`src/irq_clk_regs.vh`:
```
// Constants for the interrupt and clock-output pin block
`ifndef IRQ_CLK_REGS_VH
`define IRQ_CLK_REGS_VH
`define NUM_EXT_IRQ      4
`define NUM_CORE_IRQ     16
`define IRQ_NUM_W        4
`define IRQ_NMI          4'h1
`define IRQ_EXT_BASE     4
`define FACTOR_SEL_W     3
`define SERVICE_CYCLES   2
`endif

```
`src/dsp_interrupt_clock_pins.v`:
```
// Pin-level interrupt arbitration, acknowledge, and clock outputs
`timescale 1ns/1ns
`include "irq_clk_regs.vh"
module dsp_interrupt_clock_pins
(
    // Clock and reset
    input  wire                      clk,
    input  wire                      sys_rst,
    // External interrupt pins
    input  wire                      ext_irq_pin_a,
    input  wire                      ext_irq_pin_b,
    input  wire                      ext_irq_pin_c,
    input  wire                      ext_irq_pin_d,
    input  wire                      nmi_pin,
    input  wire [`NUM_EXT_IRQ-1:0]   ext_irq_polarity_bits,
    // Internal interrupt sources at positions 8..15, bits 0..7 unused
    input  wire [`NUM_CORE_IRQ-1:0]  int_irq_src,
    input  wire [`NUM_CORE_IRQ-1:0]  irq_enable,
    // Core service handshake
    input  wire                      core_ready,
    // Clock-mode straps
    input  wire                      pll_factor_select_0,
    input  wire                      pll_factor_select_1,
    input  wire                      pll_factor_select_2,
    // Outputs
    output reg                       irq_service_ack_out,
    output reg                       irq_number_out_b3,
    output reg                       irq_number_out_b2,
    output reg                       irq_number_out_b1,
    output reg                       irq_number_out_b0,
    output reg  [`NUM_CORE_IRQ-1:0]  irq_pending,
    output reg                       core_rate_clock_out,
    output reg                       half_rate_clock_out,
    output reg  [`FACTOR_SEL_W-1:0]  pll_factor_sel
);
    localparam ST_IDLE = 2'b01;
    localparam ST_SERV = 2'b10;

    wire [`NUM_EXT_IRQ-1:0] ext_pins;
    wire [`NUM_EXT_IRQ-1:0] ext_evt;
    wire                    nmi_evt;
    reg  [1:0]              state_q;
    reg  [`NUM_CORE_IRQ-1:0] pend_d;
    reg  [`NUM_CORE_IRQ-1:0] set_vec;
    reg  [`NUM_CORE_IRQ-1:0] clr_vec;
    reg                     core_div_q;
    reg                     half_div_q;
    reg                     strap_taken_q;
    reg  [`FACTOR_SEL_W-1:0] sel_meta_q;
    reg  [`FACTOR_SEL_W-1:0] sel_sync_q;
    reg  [`FACTOR_SEL_W-1:0] sel_prev_q;
    reg  [2:0]              fill_q;

    assign ext_pins = {ext_irq_pin_d, ext_irq_pin_c, ext_irq_pin_b, ext_irq_pin_a};

    genvar gi;
    generate
        for (gi = 0; gi < `NUM_EXT_IRQ; gi = gi + 1)
        begin : g_ext
            edge_sync u_sync
            (
                .clk       (clk),
                .sys_rst   (sys_rst),
                .pin_in    (ext_pins[gi]),
                .rise_sel  (ext_irq_polarity_bits[gi]),
                .event_out (ext_evt[gi])
            );
        end
    endgenerate

    edge_sync u_nmi
    (
        .clk       (clk),
        .sys_rst   (sys_rst),
        .pin_in    (nmi_pin),
        .rise_sel  (1'b1),
        .event_out (nmi_evt)
    );

    // Lowest set index wins; bit 0 (reset) is never pended here
    function [`IRQ_NUM_W:0] pick;
        input [`NUM_CORE_IRQ-1:0] req;
        integer k;
        begin
            pick = {1'b0, {`IRQ_NUM_W{1'b0}}};
            for (k = `NUM_CORE_IRQ - 1; k >= 0; k = k - 1)
                if (req[k])
                    pick = {1'b1, k[`IRQ_NUM_W-1:0]};
        end
    endfunction

    wire [`IRQ_NUM_W:0] winner;
    assign winner = pick(irq_pending & irq_enable);

    // Grant decode shared by the pending clear and the acknowledge
    function grant_ok;
        input [1:0]          st;
        input                rdy;
        input [`IRQ_NUM_W:0] win;
        begin
            grant_ok = (st == ST_IDLE) && rdy && win[`IRQ_NUM_W];
        end
    endfunction

    always @*
    begin
        set_vec = int_irq_src;
        set_vec[`IRQ_EXT_BASE +: `NUM_EXT_IRQ] = ext_evt;
        set_vec[`IRQ_NMI] = nmi_evt;
        set_vec[0] = 1'b0;
        set_vec[2] = 1'b0;
        set_vec[3] = 1'b0;
        clr_vec = {`NUM_CORE_IRQ{1'b0}};
        if (grant_ok(state_q, core_ready, winner))
            clr_vec[winner[`IRQ_NUM_W-1:0]] = 1'b1;
        // A new event in the clear cycle stays pending
        pend_d = (irq_pending & ~clr_vec) | set_vec;
    end

    always @(posedge clk)
    begin
        if (sys_rst)
        begin
            state_q             <= ST_IDLE;
            irq_pending         <= {`NUM_CORE_IRQ{1'b0}};
            irq_service_ack_out <= 1'b0;
            irq_number_out_b3   <= 1'b0;
            irq_number_out_b2   <= 1'b0;
            irq_number_out_b1   <= 1'b0;
            irq_number_out_b0   <= 1'b0;
        end
        else
        begin
            irq_pending         <= pend_d;
            irq_service_ack_out <= 1'b0;
            case (state_q)
                ST_IDLE:
                begin
                    if (grant_ok(state_q, core_ready, winner))
                    begin
                        irq_service_ack_out <= 1'b1;
                        irq_number_out_b3   <= winner[3];
                        irq_number_out_b2   <= winner[2];
                        irq_number_out_b1   <= winner[1];
                        irq_number_out_b0   <= winner[0];
                        state_q             <= ST_SERV;
                    end
                end
                // One dead cycle keeps acks from running back to back
                ST_SERV:
                    state_q <= ST_IDLE;
                default:
                    state_q <= ST_IDLE;
            endcase
        end
    end

    // Clock outputs are registered, so full rate here means one toggle per edge
    always @(posedge clk)
    begin
        if (sys_rst)
        begin
            core_div_q          <= 1'b0;
            half_div_q          <= 1'b0;
            core_rate_clock_out <= 1'b0;
            half_rate_clock_out <= 1'b0;
        end
        else
        begin
            core_div_q          <= ~core_div_q;
            core_rate_clock_out <= ~core_div_q;
            if (core_div_q)
                half_div_q <= ~half_div_q;
            half_rate_clock_out <= half_div_q;
        end
    end

    // Straps are static; sampled once after reset release and then held
    // Only the second and third stages are read, so the first stage can settle
    always @(posedge clk)
    begin
        if (sys_rst)
        begin
            sel_meta_q <= {`FACTOR_SEL_W{1'b0}};
            sel_sync_q <= {`FACTOR_SEL_W{1'b0}};
            sel_prev_q <= {`FACTOR_SEL_W{1'b0}};
            fill_q     <= 3'h0;
        end
        else
        begin
            sel_meta_q <= {pll_factor_select_2, pll_factor_select_1, pll_factor_select_0};
            sel_sync_q <= sel_meta_q;
            sel_prev_q <= sel_sync_q;
            fill_q     <= {fill_q[1:0], 1'b1};
        end
    end

    // Capture waits for a filled pipeline so reset zeros are never taken as straps
    always @(posedge clk)
    begin
        if (sys_rst)
        begin
            strap_taken_q  <= 1'b0;
            pll_factor_sel <= {`FACTOR_SEL_W{1'b0}};
        end
        else if (!strap_taken_q && fill_q[2] && sel_sync_q == sel_prev_q)
        begin
            pll_factor_sel <= sel_sync_q;
            strap_taken_q  <= 1'b1;
        end
    end
endmodule

```
`src/edge_sync.v`:
```
// Two-flop synchroniser with selectable-edge single-cycle event output
`timescale 1ns/1ns
module edge_sync
(
    // Clock and reset
    input  wire clk,
    input  wire sys_rst,
    // Pin and polarity
    input  wire pin_in,
    input  wire rise_sel,
    // Event
    output reg  event_out
);
    reg meta_q;
    reg sync_q;
    reg last_q;

    // Only sync_q and last_q are read beyond the first stage
    always @(posedge clk)
    begin
        if (sys_rst)
        begin
            meta_q    <= 1'b0;
            sync_q    <= 1'b0;
            last_q    <= 1'b0;
            event_out <= 1'b0;
        end
        else
        begin
            meta_q    <= pin_in;
            sync_q    <= meta_q;
            last_q    <= sync_q;
            event_out <= rise_sel ? (sync_q & ~last_q) : (~sync_q & last_q);
        end
    end
endmodule

```
`config.mk`:
```
export PLATFORM = sky130hd
export DESIGN_NAME = dsp_interrupt_clock_pins
export DESIGN_NICKNAME = d
export VERILOG_FILES = /design/src/dsp_interrupt_clock_pins.v /design/src/edge_sync.v
export VERILOG_INCLUDE_DIRS = /design/src
export SDC_FILE = /design/constraint.sdc
export NUM_CORES = 1
export LEC_CHECK = 0
export ABC_AREA = 1
export BUFFER_PORTS_ARGS = -buffer_cell sky130_fd_sc_hd__buf_2
export CORE_ASPECT_RATIO = 0.7
export CORE_MARGIN = 2
export CORE_UTILIZATION = 45
export CTS_CLUSTER_DIAMETER = 30
export DETAILED_ROUTE_END_ITERATION = 10
export PLACE_DENSITY = 0.71
export SKIP_CTS_REPAIR_TIMING = 1
export SLEW_MARGIN = 20
export SYNTH_ARGS = -nofsm -noshare
export SYNTH_HDL_FRONTEND = slang
export SYNTH_SLANG_ARGS = --single-unit
export TNS_END_PERCENT = 1
```
`constraint.sdc`:
```
create_clock -name clk -period 1.6 [get_ports clk]
set_input_delay 0.08 -clock clk [delete_from_list [all_inputs] [get_ports clk]]
set_output_delay 0.08 -clock clk [all_outputs]
set_load 0.005 [all_outputs]
```
Word-level counts from Yosys, hierarchy flattened
Cells that the tools add are included.
{"block": "word_totals", "latch_bits": 0, "memories": 0, "rom_bits": 0, "mem_bits_rw": 0, "out_inout_bits": 26, "wordCells": 99, "regBits": 62, "in_bits": 47}
{"block": "classes", "eq_ne": 2, "mux": 25, "n_shift": 0, "multipliers": 0, "bitwise": 25, "div_mod_pow": 0, "add_sub_neg": 0, "order_cmp": 2, "n_reduce_logical": 8}
{"operator": "$mux 5", "n": 16}
{"operator": "$and 16x16->16", "n": 2}
{"operator": "$mux 16", "n": 1}
{"operator": "$not 16->16", "n": 1}
{"operator": "$or 16x16->16", "n": 1}
{"operator": "$not 1->1", "n": 12}
{"operator": "$and 1x1->1", "n": 9}
{"operator": "$mux 1", "n": 7}
{"operator": "$logic_and 1x1->1", "n": 5}
{"operator": "$lt 4x5->1 const B", "n": 1}
{"operator": "$demux 1 s4", "n": 1}
{"operator": "$ge 4x1->1 const B", "n": 1}
{"operator": "$eq 3x3->1", "n": 1}
{"operator": "$eq 2x1->1 const B", "n": 1}
{"operator": "$reduce_and 2->1", "n": 1}
{"operator": "$reduce_or 2->1", "n": 1}
{"operator": "$logic_not 1->1", "n": 1}

Logic depth before layout (Yosys ltp)
{"block": "depth", "ltp_word": 25, "ltp_mapped": 20, "depth_no_buf": 20}

By module
From an unflattened synthesis, not the netlist that was laid out.
{"block": "unflattened", "cells_unflattened": 320, "area_unflattened_um2": 2443.6}
{"module": "dsp_interrupt_clock_pins", "n_inst": 1, "cells_each": 230, "area_per_inst_um2": 1767.9, "seq_area_each_um2": 840.8}
{"module": "edge_sync", "n_inst": 5, "cells_each": 18, "area_per_inst_um2": 135.1, "seq_area_each_um2": 80.1}

Worst setup path after synthesis
No wires, ideal clock.
{"block": "synth_timing", "path_type": "flip-flop to flip-flop", "start": "reg irq_pending[15]", "end": "reg irq_pending[15]", "arrival_ns": 1.449, "path_stages_with_launch": 12, "period_less_slack_ns": 1.581, "slack_ns": 0.019, "required_time_ns": 1.468, "setup_ns": 0.132, "path_buffers": 0, "cell_sequence": "dfxtp_1 nand2_1 nand2_1 a31oi_1 nor2_1 nor2_1 o211ai_1 nand2_2 inv_1 nand4_1 nand2_1 a21oi_2"}
{"block": "synth_via", "elab_chain_cells": 25, "word_cells_on_any_way": 27, "cone_classes": "2 x order compare; 19 x mux; 4 x bitwise; 2 x reduce/logical"}
{"item": "from (decl)", "line": "dsp_interrupt_clock_pins.v:31", "source": "output reg [`NUM_CORE_IRQ-1:0] irq_pending,"}
{"item": "from (signal assigned)", "line": "dsp_interrupt_clock_pins.v:125", "source": "irq_pending <= {`NUM_CORE_IRQ{1'b0}};"}
{"item": "from (signal assigned)", "line": "dsp_interrupt_clock_pins.v:134", "source": "irq_pending <= pend_d;"}
{"item": "$and 16x16->16", "line": "dsp_interrupt_clock_pins.v:93", "source": "assign winner = pick(irq_pending & irq_enable);"}
{"item": "$mux 5 (16 in a row)", "line": "dsp_interrupt_clock_pins.v:87", "source": "if (req[k])"}
{"item": "$lt 4x5->1 or $ge 4x1->1 (tied branches)", "line": "dsp_interrupt_clock_pins.v:115", "source": "clr_vec[winner[`IRQ_NUM_W-1:0]] = 1'b1;"}
{"item": "$logic_and 1x1->1", "line": "dsp_interrupt_clock_pins.v:115"}
{"item": "$mux 1", "line": "dsp_interrupt_clock_pins.v:115"}
{"item": "$demux 1 s4", "line": "dsp_interrupt_clock_pins.v:115"}
{"item": "$mux 16", "line": "dsp_interrupt_clock_pins.v:114", "source": "if (grant_ok(state_q, core_ready, winner))"}
{"item": "$not 16->16", "line": "dsp_interrupt_clock_pins.v:117", "source": "pend_d = (irq_pending & ~clr_vec) | set_vec;"}
{"item": "$and 16x16->16 (*)", "line": "dsp_interrupt_clock_pins.v:117"}
{"item": "$or 16x16->16 (*)", "line": "dsp_interrupt_clock_pins.v:117"}
Mark *: on every way between the ends. The rest lies on a longest branch, timed or not.
A chain may end at the register's enable or synchronous reset.

Worst setup path in the final report
Ends and elaborated chain as after synthesis.

==> results.sh <==
export IMPL_status="complete, but fails checks"
export IMPL_violations="setup timing"
export IMPL_fin_nets=470
export IMPL_n_fill_cell=421
export IMPL_worst_slew_pin_slew_ns=0.407
export IMPL_finalHoldViolations=0
export IMPL_syn_nets=348
export IMPL_cp_required_ns=1.83
export IMPL_arrival_ns=1.97
export IMPL_clk_pin_slew_ns=0.07
export IMPL_total_power_w=0.00357
export IMPL_rows=21
export IMPL_min_from="ext_irq_polarity_bits[1]"
export IMPL_cp_max_fo=8
export IMPL_worstSetupPathType="reg -> reg"
export IMPL_synthCells=301
export IMPL_slew_violations=0
export IMPL_yosysUniqueCellTypes=25
export IMPL_hold_worst_slack_ns=0.00416
export IMPL_die_w_um=90.1
export IMPL_clock_skew_ns=0.00735
export IMPL_grt_overflow_total=0
export IMPL_cts_sink_count=62
export IMPL_synth_area_per_cell_um2=7.76
export IMPL_p_sw_w=0.000909
export IMPL_power_frac_clock=0.379
export IMPL_dieHeight_um=64.3
export IMPL_cts_buffers_inserted=9
export IMPL_start_util=0.478
export IMPL_p_comb_frac=0.157
export IMPL_layout_core_utilization=0.707
export IMPL_syn_to_final_growth_pct=47.9
export IMPL_gp_congestion=0.862
export IMPL_h_tree_depth=3
export IMPL_clockBufferDepth=2
export IMPL_place_hpwl_um=3590
export IMPL_whs_endpoint="g_ext[1].u_sync.event_out"
export IMPL_setup_ws_ns=-0.142
export IMPL_swShare=0.255
export IMPL_post_drt_wl_per_cell_um=10.5
export IMPL_reg2reg_slack_ns=-0.14
export IMPL_internal_power_w=0.00266
export IMPL_antenna_found_initial=0
export IMPL_wl_um=5220
export IMPL_grt_total_usage=0.176
export IMPL_grt_pass1_vias=1861
export IMPL_max_slew_margin=0.729
export IMPL_vias=2202
export IMPL_first_pass_iters=4
export IMPL_cp_end_kind="flip-flop"
export IMPL_hold_class="in -> reg"
export IMPL_cts_tree="built"
export IMPL_drc=0
export IMPL_startpoint_type="flip-flop"
export IMPL_post_route_period_util=1.09
export IMPL_synth_seq_cells=62
export IMPL_peakVddDrop_v=0.000565
export IMPL_tns_ns=-1.60
export IMPL_r2r_end="irq_pending[15]"
export IMPL_power_density_nw_per_um2=1030
export IMPL_power_frac_seq=0.464
export IMPL_layout_min_cycle_time_ns=1.74
export IMPL_drive_gt1_frac=0.350
export IMPL_grt_max_degree=34
export IMPL_syn_area_um2=2330
export IMPL_yosys_area_top_type="dfxtp_1"
export IMPL_port_buffers=64
export IMPL_r2r_cells=20
export IMPL_synth_main_ff_cell="dfxtp_1"
export IMPL_io_pins=73
export IMPL_grt_pass1_wl_um=7890
export IMPL_clock_latency_ns=0.33
export IMPL_viasPerCell=4.43
export IMPL_yosysWarnings=0
export IMPL_synth_edf_count=0
export IMPL_finalSetupViolCount=19
export IMPL_clock_root_buffer="clkbuf_8"
export IMPL_leakage_nw=1.73
export IMPL_drt_iter0_drc=76
export IMPL_async_flop_share=0
export IMPL_drv_cap=0
export IMPL_die_area_um2=5790
export IMPL_synth_area_top_cells="dfxtp_1 53%, nand2_1 9.3%, inv_1 8.5%, nor2_1 7.1%, a21oi_1 5.1%"
export IMPL_antenna_cells=0
export IMPL_fmax_ghz=0.574
export IMPL_ant_nets=0
export IMPL_seq_area_frac_synth=0.532
export IMPL_min_path_cells=3
export IMPL_grt_setup_unrepaired="true"
export IMPL_core_area_um2=4890
export IMPL_r2r_start="irq_pending[15]"
export IMPL_synth_top_area_share=0.532
## layer usage
metal / track usage / share of wire / up-vias
li1: - / - / 1170
met1: 0.214 / 0.47 / 954
met2: 0.269 / 0.45 / 67
met3: 0.0790 / 0.065 / 11
met4: 0.0846 / 0.015 / 0
met5: 0 / 0 / -
## flip-flops by register name (all words and copies together), names as in the netlist, 2 cells and up
name,count
g_ext.u_sync.event_out,4
sel_meta_q,3
state_q,2
g_ext.u_sync.meta_q,4
g_ext.u_sync.sync_q,4
pll_factor_sel,3
sel_sync_q,3
irq_pending,16
fill_q,3
sel_prev_q,3
g_ext.u_sync.last_q,4
## kinds of logic after synthesis
kind of cell              count (synthesis)  synth area share
AOI/OAI and AO/OA                        37            0.0857
and+or+nand+nor                         137             0.273
buffers and inverters                    63             0.102
DFF                                      62             0.532
xor gates and xnor gates                  2           0.00750
## placed cells by master, fill, tap and decap left out, types with 2 or more instances in the layout
cell type      instances
dfxtp_2                2
o21ai_0                7
nor2_1                42
buf_2                 64
clkinvlp_4             3
inv_2                  5
a21oi_1               20
a31oi_1                2
nand3b_1               5
dlygate4sd3_1         19
nand2_4                2
nor2_2                 2
dfxtp_1               60
clkbuf_8              10
nor3_2                 2
nand4_1                8
nand3_2                2
inv_1                 49
a21oi_2                6
o211ai_1               2
nand2_2                9
nor3_1                 2
nand2_1               51
buf_4                 32
nand3_1                7
nor2_4                 3
## power by group through the flow
stage	Clock (W)	Combinational (W)	Sequential, W
6_report	0.00135	0.000560	0.00166
3_3_place_gp	0	0.000456	0.00169
3_5_place_dp	0	0.000467	0.00169
2_1_floorplan	0	0.000241	0.00169
5_1_grt	0.00147	0.000615	0.00166
4_1_cts	0.00139	0.000468	0.00165
## per-stage QoR
stage / std cells / area [um2] / setup WS [ns]
2_1_floorplan: 301 / 2330 / 0.0191
3_3_place_gp: 460 / 2970 / -0.0494
3_5_place_dp: 460 / 2970 / -0.0847
4_1_cts: 476 / 3170 / -0.0938
5_1_grt: 497 / 3450 / -0.271
6_report: 497 / 3450 / -0.142
## critical path, cell delays in order (launching register included)
cell     delay (ns)
dfxtp_2        0.33
nand2_2        0.05
inv_2          0.05
nand2_2        0.05
nand2_1        0.05
nand2_1        0.05
nand2_1        0.05
nand2_1        0.05
nand2_1        0.07
nand2_1        0.05
nand2_1        0.05
nand2_1        0.04
nand2_1        0.05
nand2_1        0.05
nand2_1        0.08
nand2_2        0.07
nand2_4        0.14
buf_6          0.12
nand4_1        0.07
nand2_1        0.10
a21oi_2        0.05
## Yosys cell counts, types with 2 or more instances
| master | instances |
|---|---|
| dfxtp_1 | 62 |
| nand2_1 | 58 |
| inv_1 | 53 |
| nor2_1 | 44 |
| a21oi_1 | 24 |
| nand3_1 | 9 |
| nand4_1 | 8 |
| o21ai_0 | 7 |
| clkbuf_1 | 6 |
| nand3b_1 | 5 |
| nand2_4 | 3 |
| nor3_1 | 3 |
| a21oi_2 | 2 |
| a31oi_1 | 2 |
| inv_2 | 2 |
| nand2_2 | 2 |
| nor2_4 | 2 |
| o211ai_1 | 2 |
## area by class of cell
class / instances / area, um2 / share of cell area
Clock buffer: 11 / 141 / 0.0409
Clock inverter: 5 / 58.8 / 0.0170
Inverter: 57 / 220 / 0.0638
Multi-Input combinational cell: 176 / 921 / 0.267
Sequential cell: 62 / 1240 / 0.360
Tap cell: 69 / 86.3 / 0.0250
Timing Repair Buffer: 117 / 782 / 0.226
## worst max-delay path by stage
stage / to / depth (start not counted) / start
3_5_place_dp: irq_pending[14] / 20 / irq_pending[15]
6_report: irq_pending[15] / 20 / irq_pending[15]
4_1_cts: irq_pending[14] / 19 / irq_pending[14]
3_3_place_gp: irq_pending[14] / 19 / irq_pending[14]
5_1_grt: irq_pending[15] / 20 / irq_pending[15]
2_1_floorplan: irq_pending[15] / 11 / irq_pending[15]
Note: power is estimated with default switching activity, not from simulation.
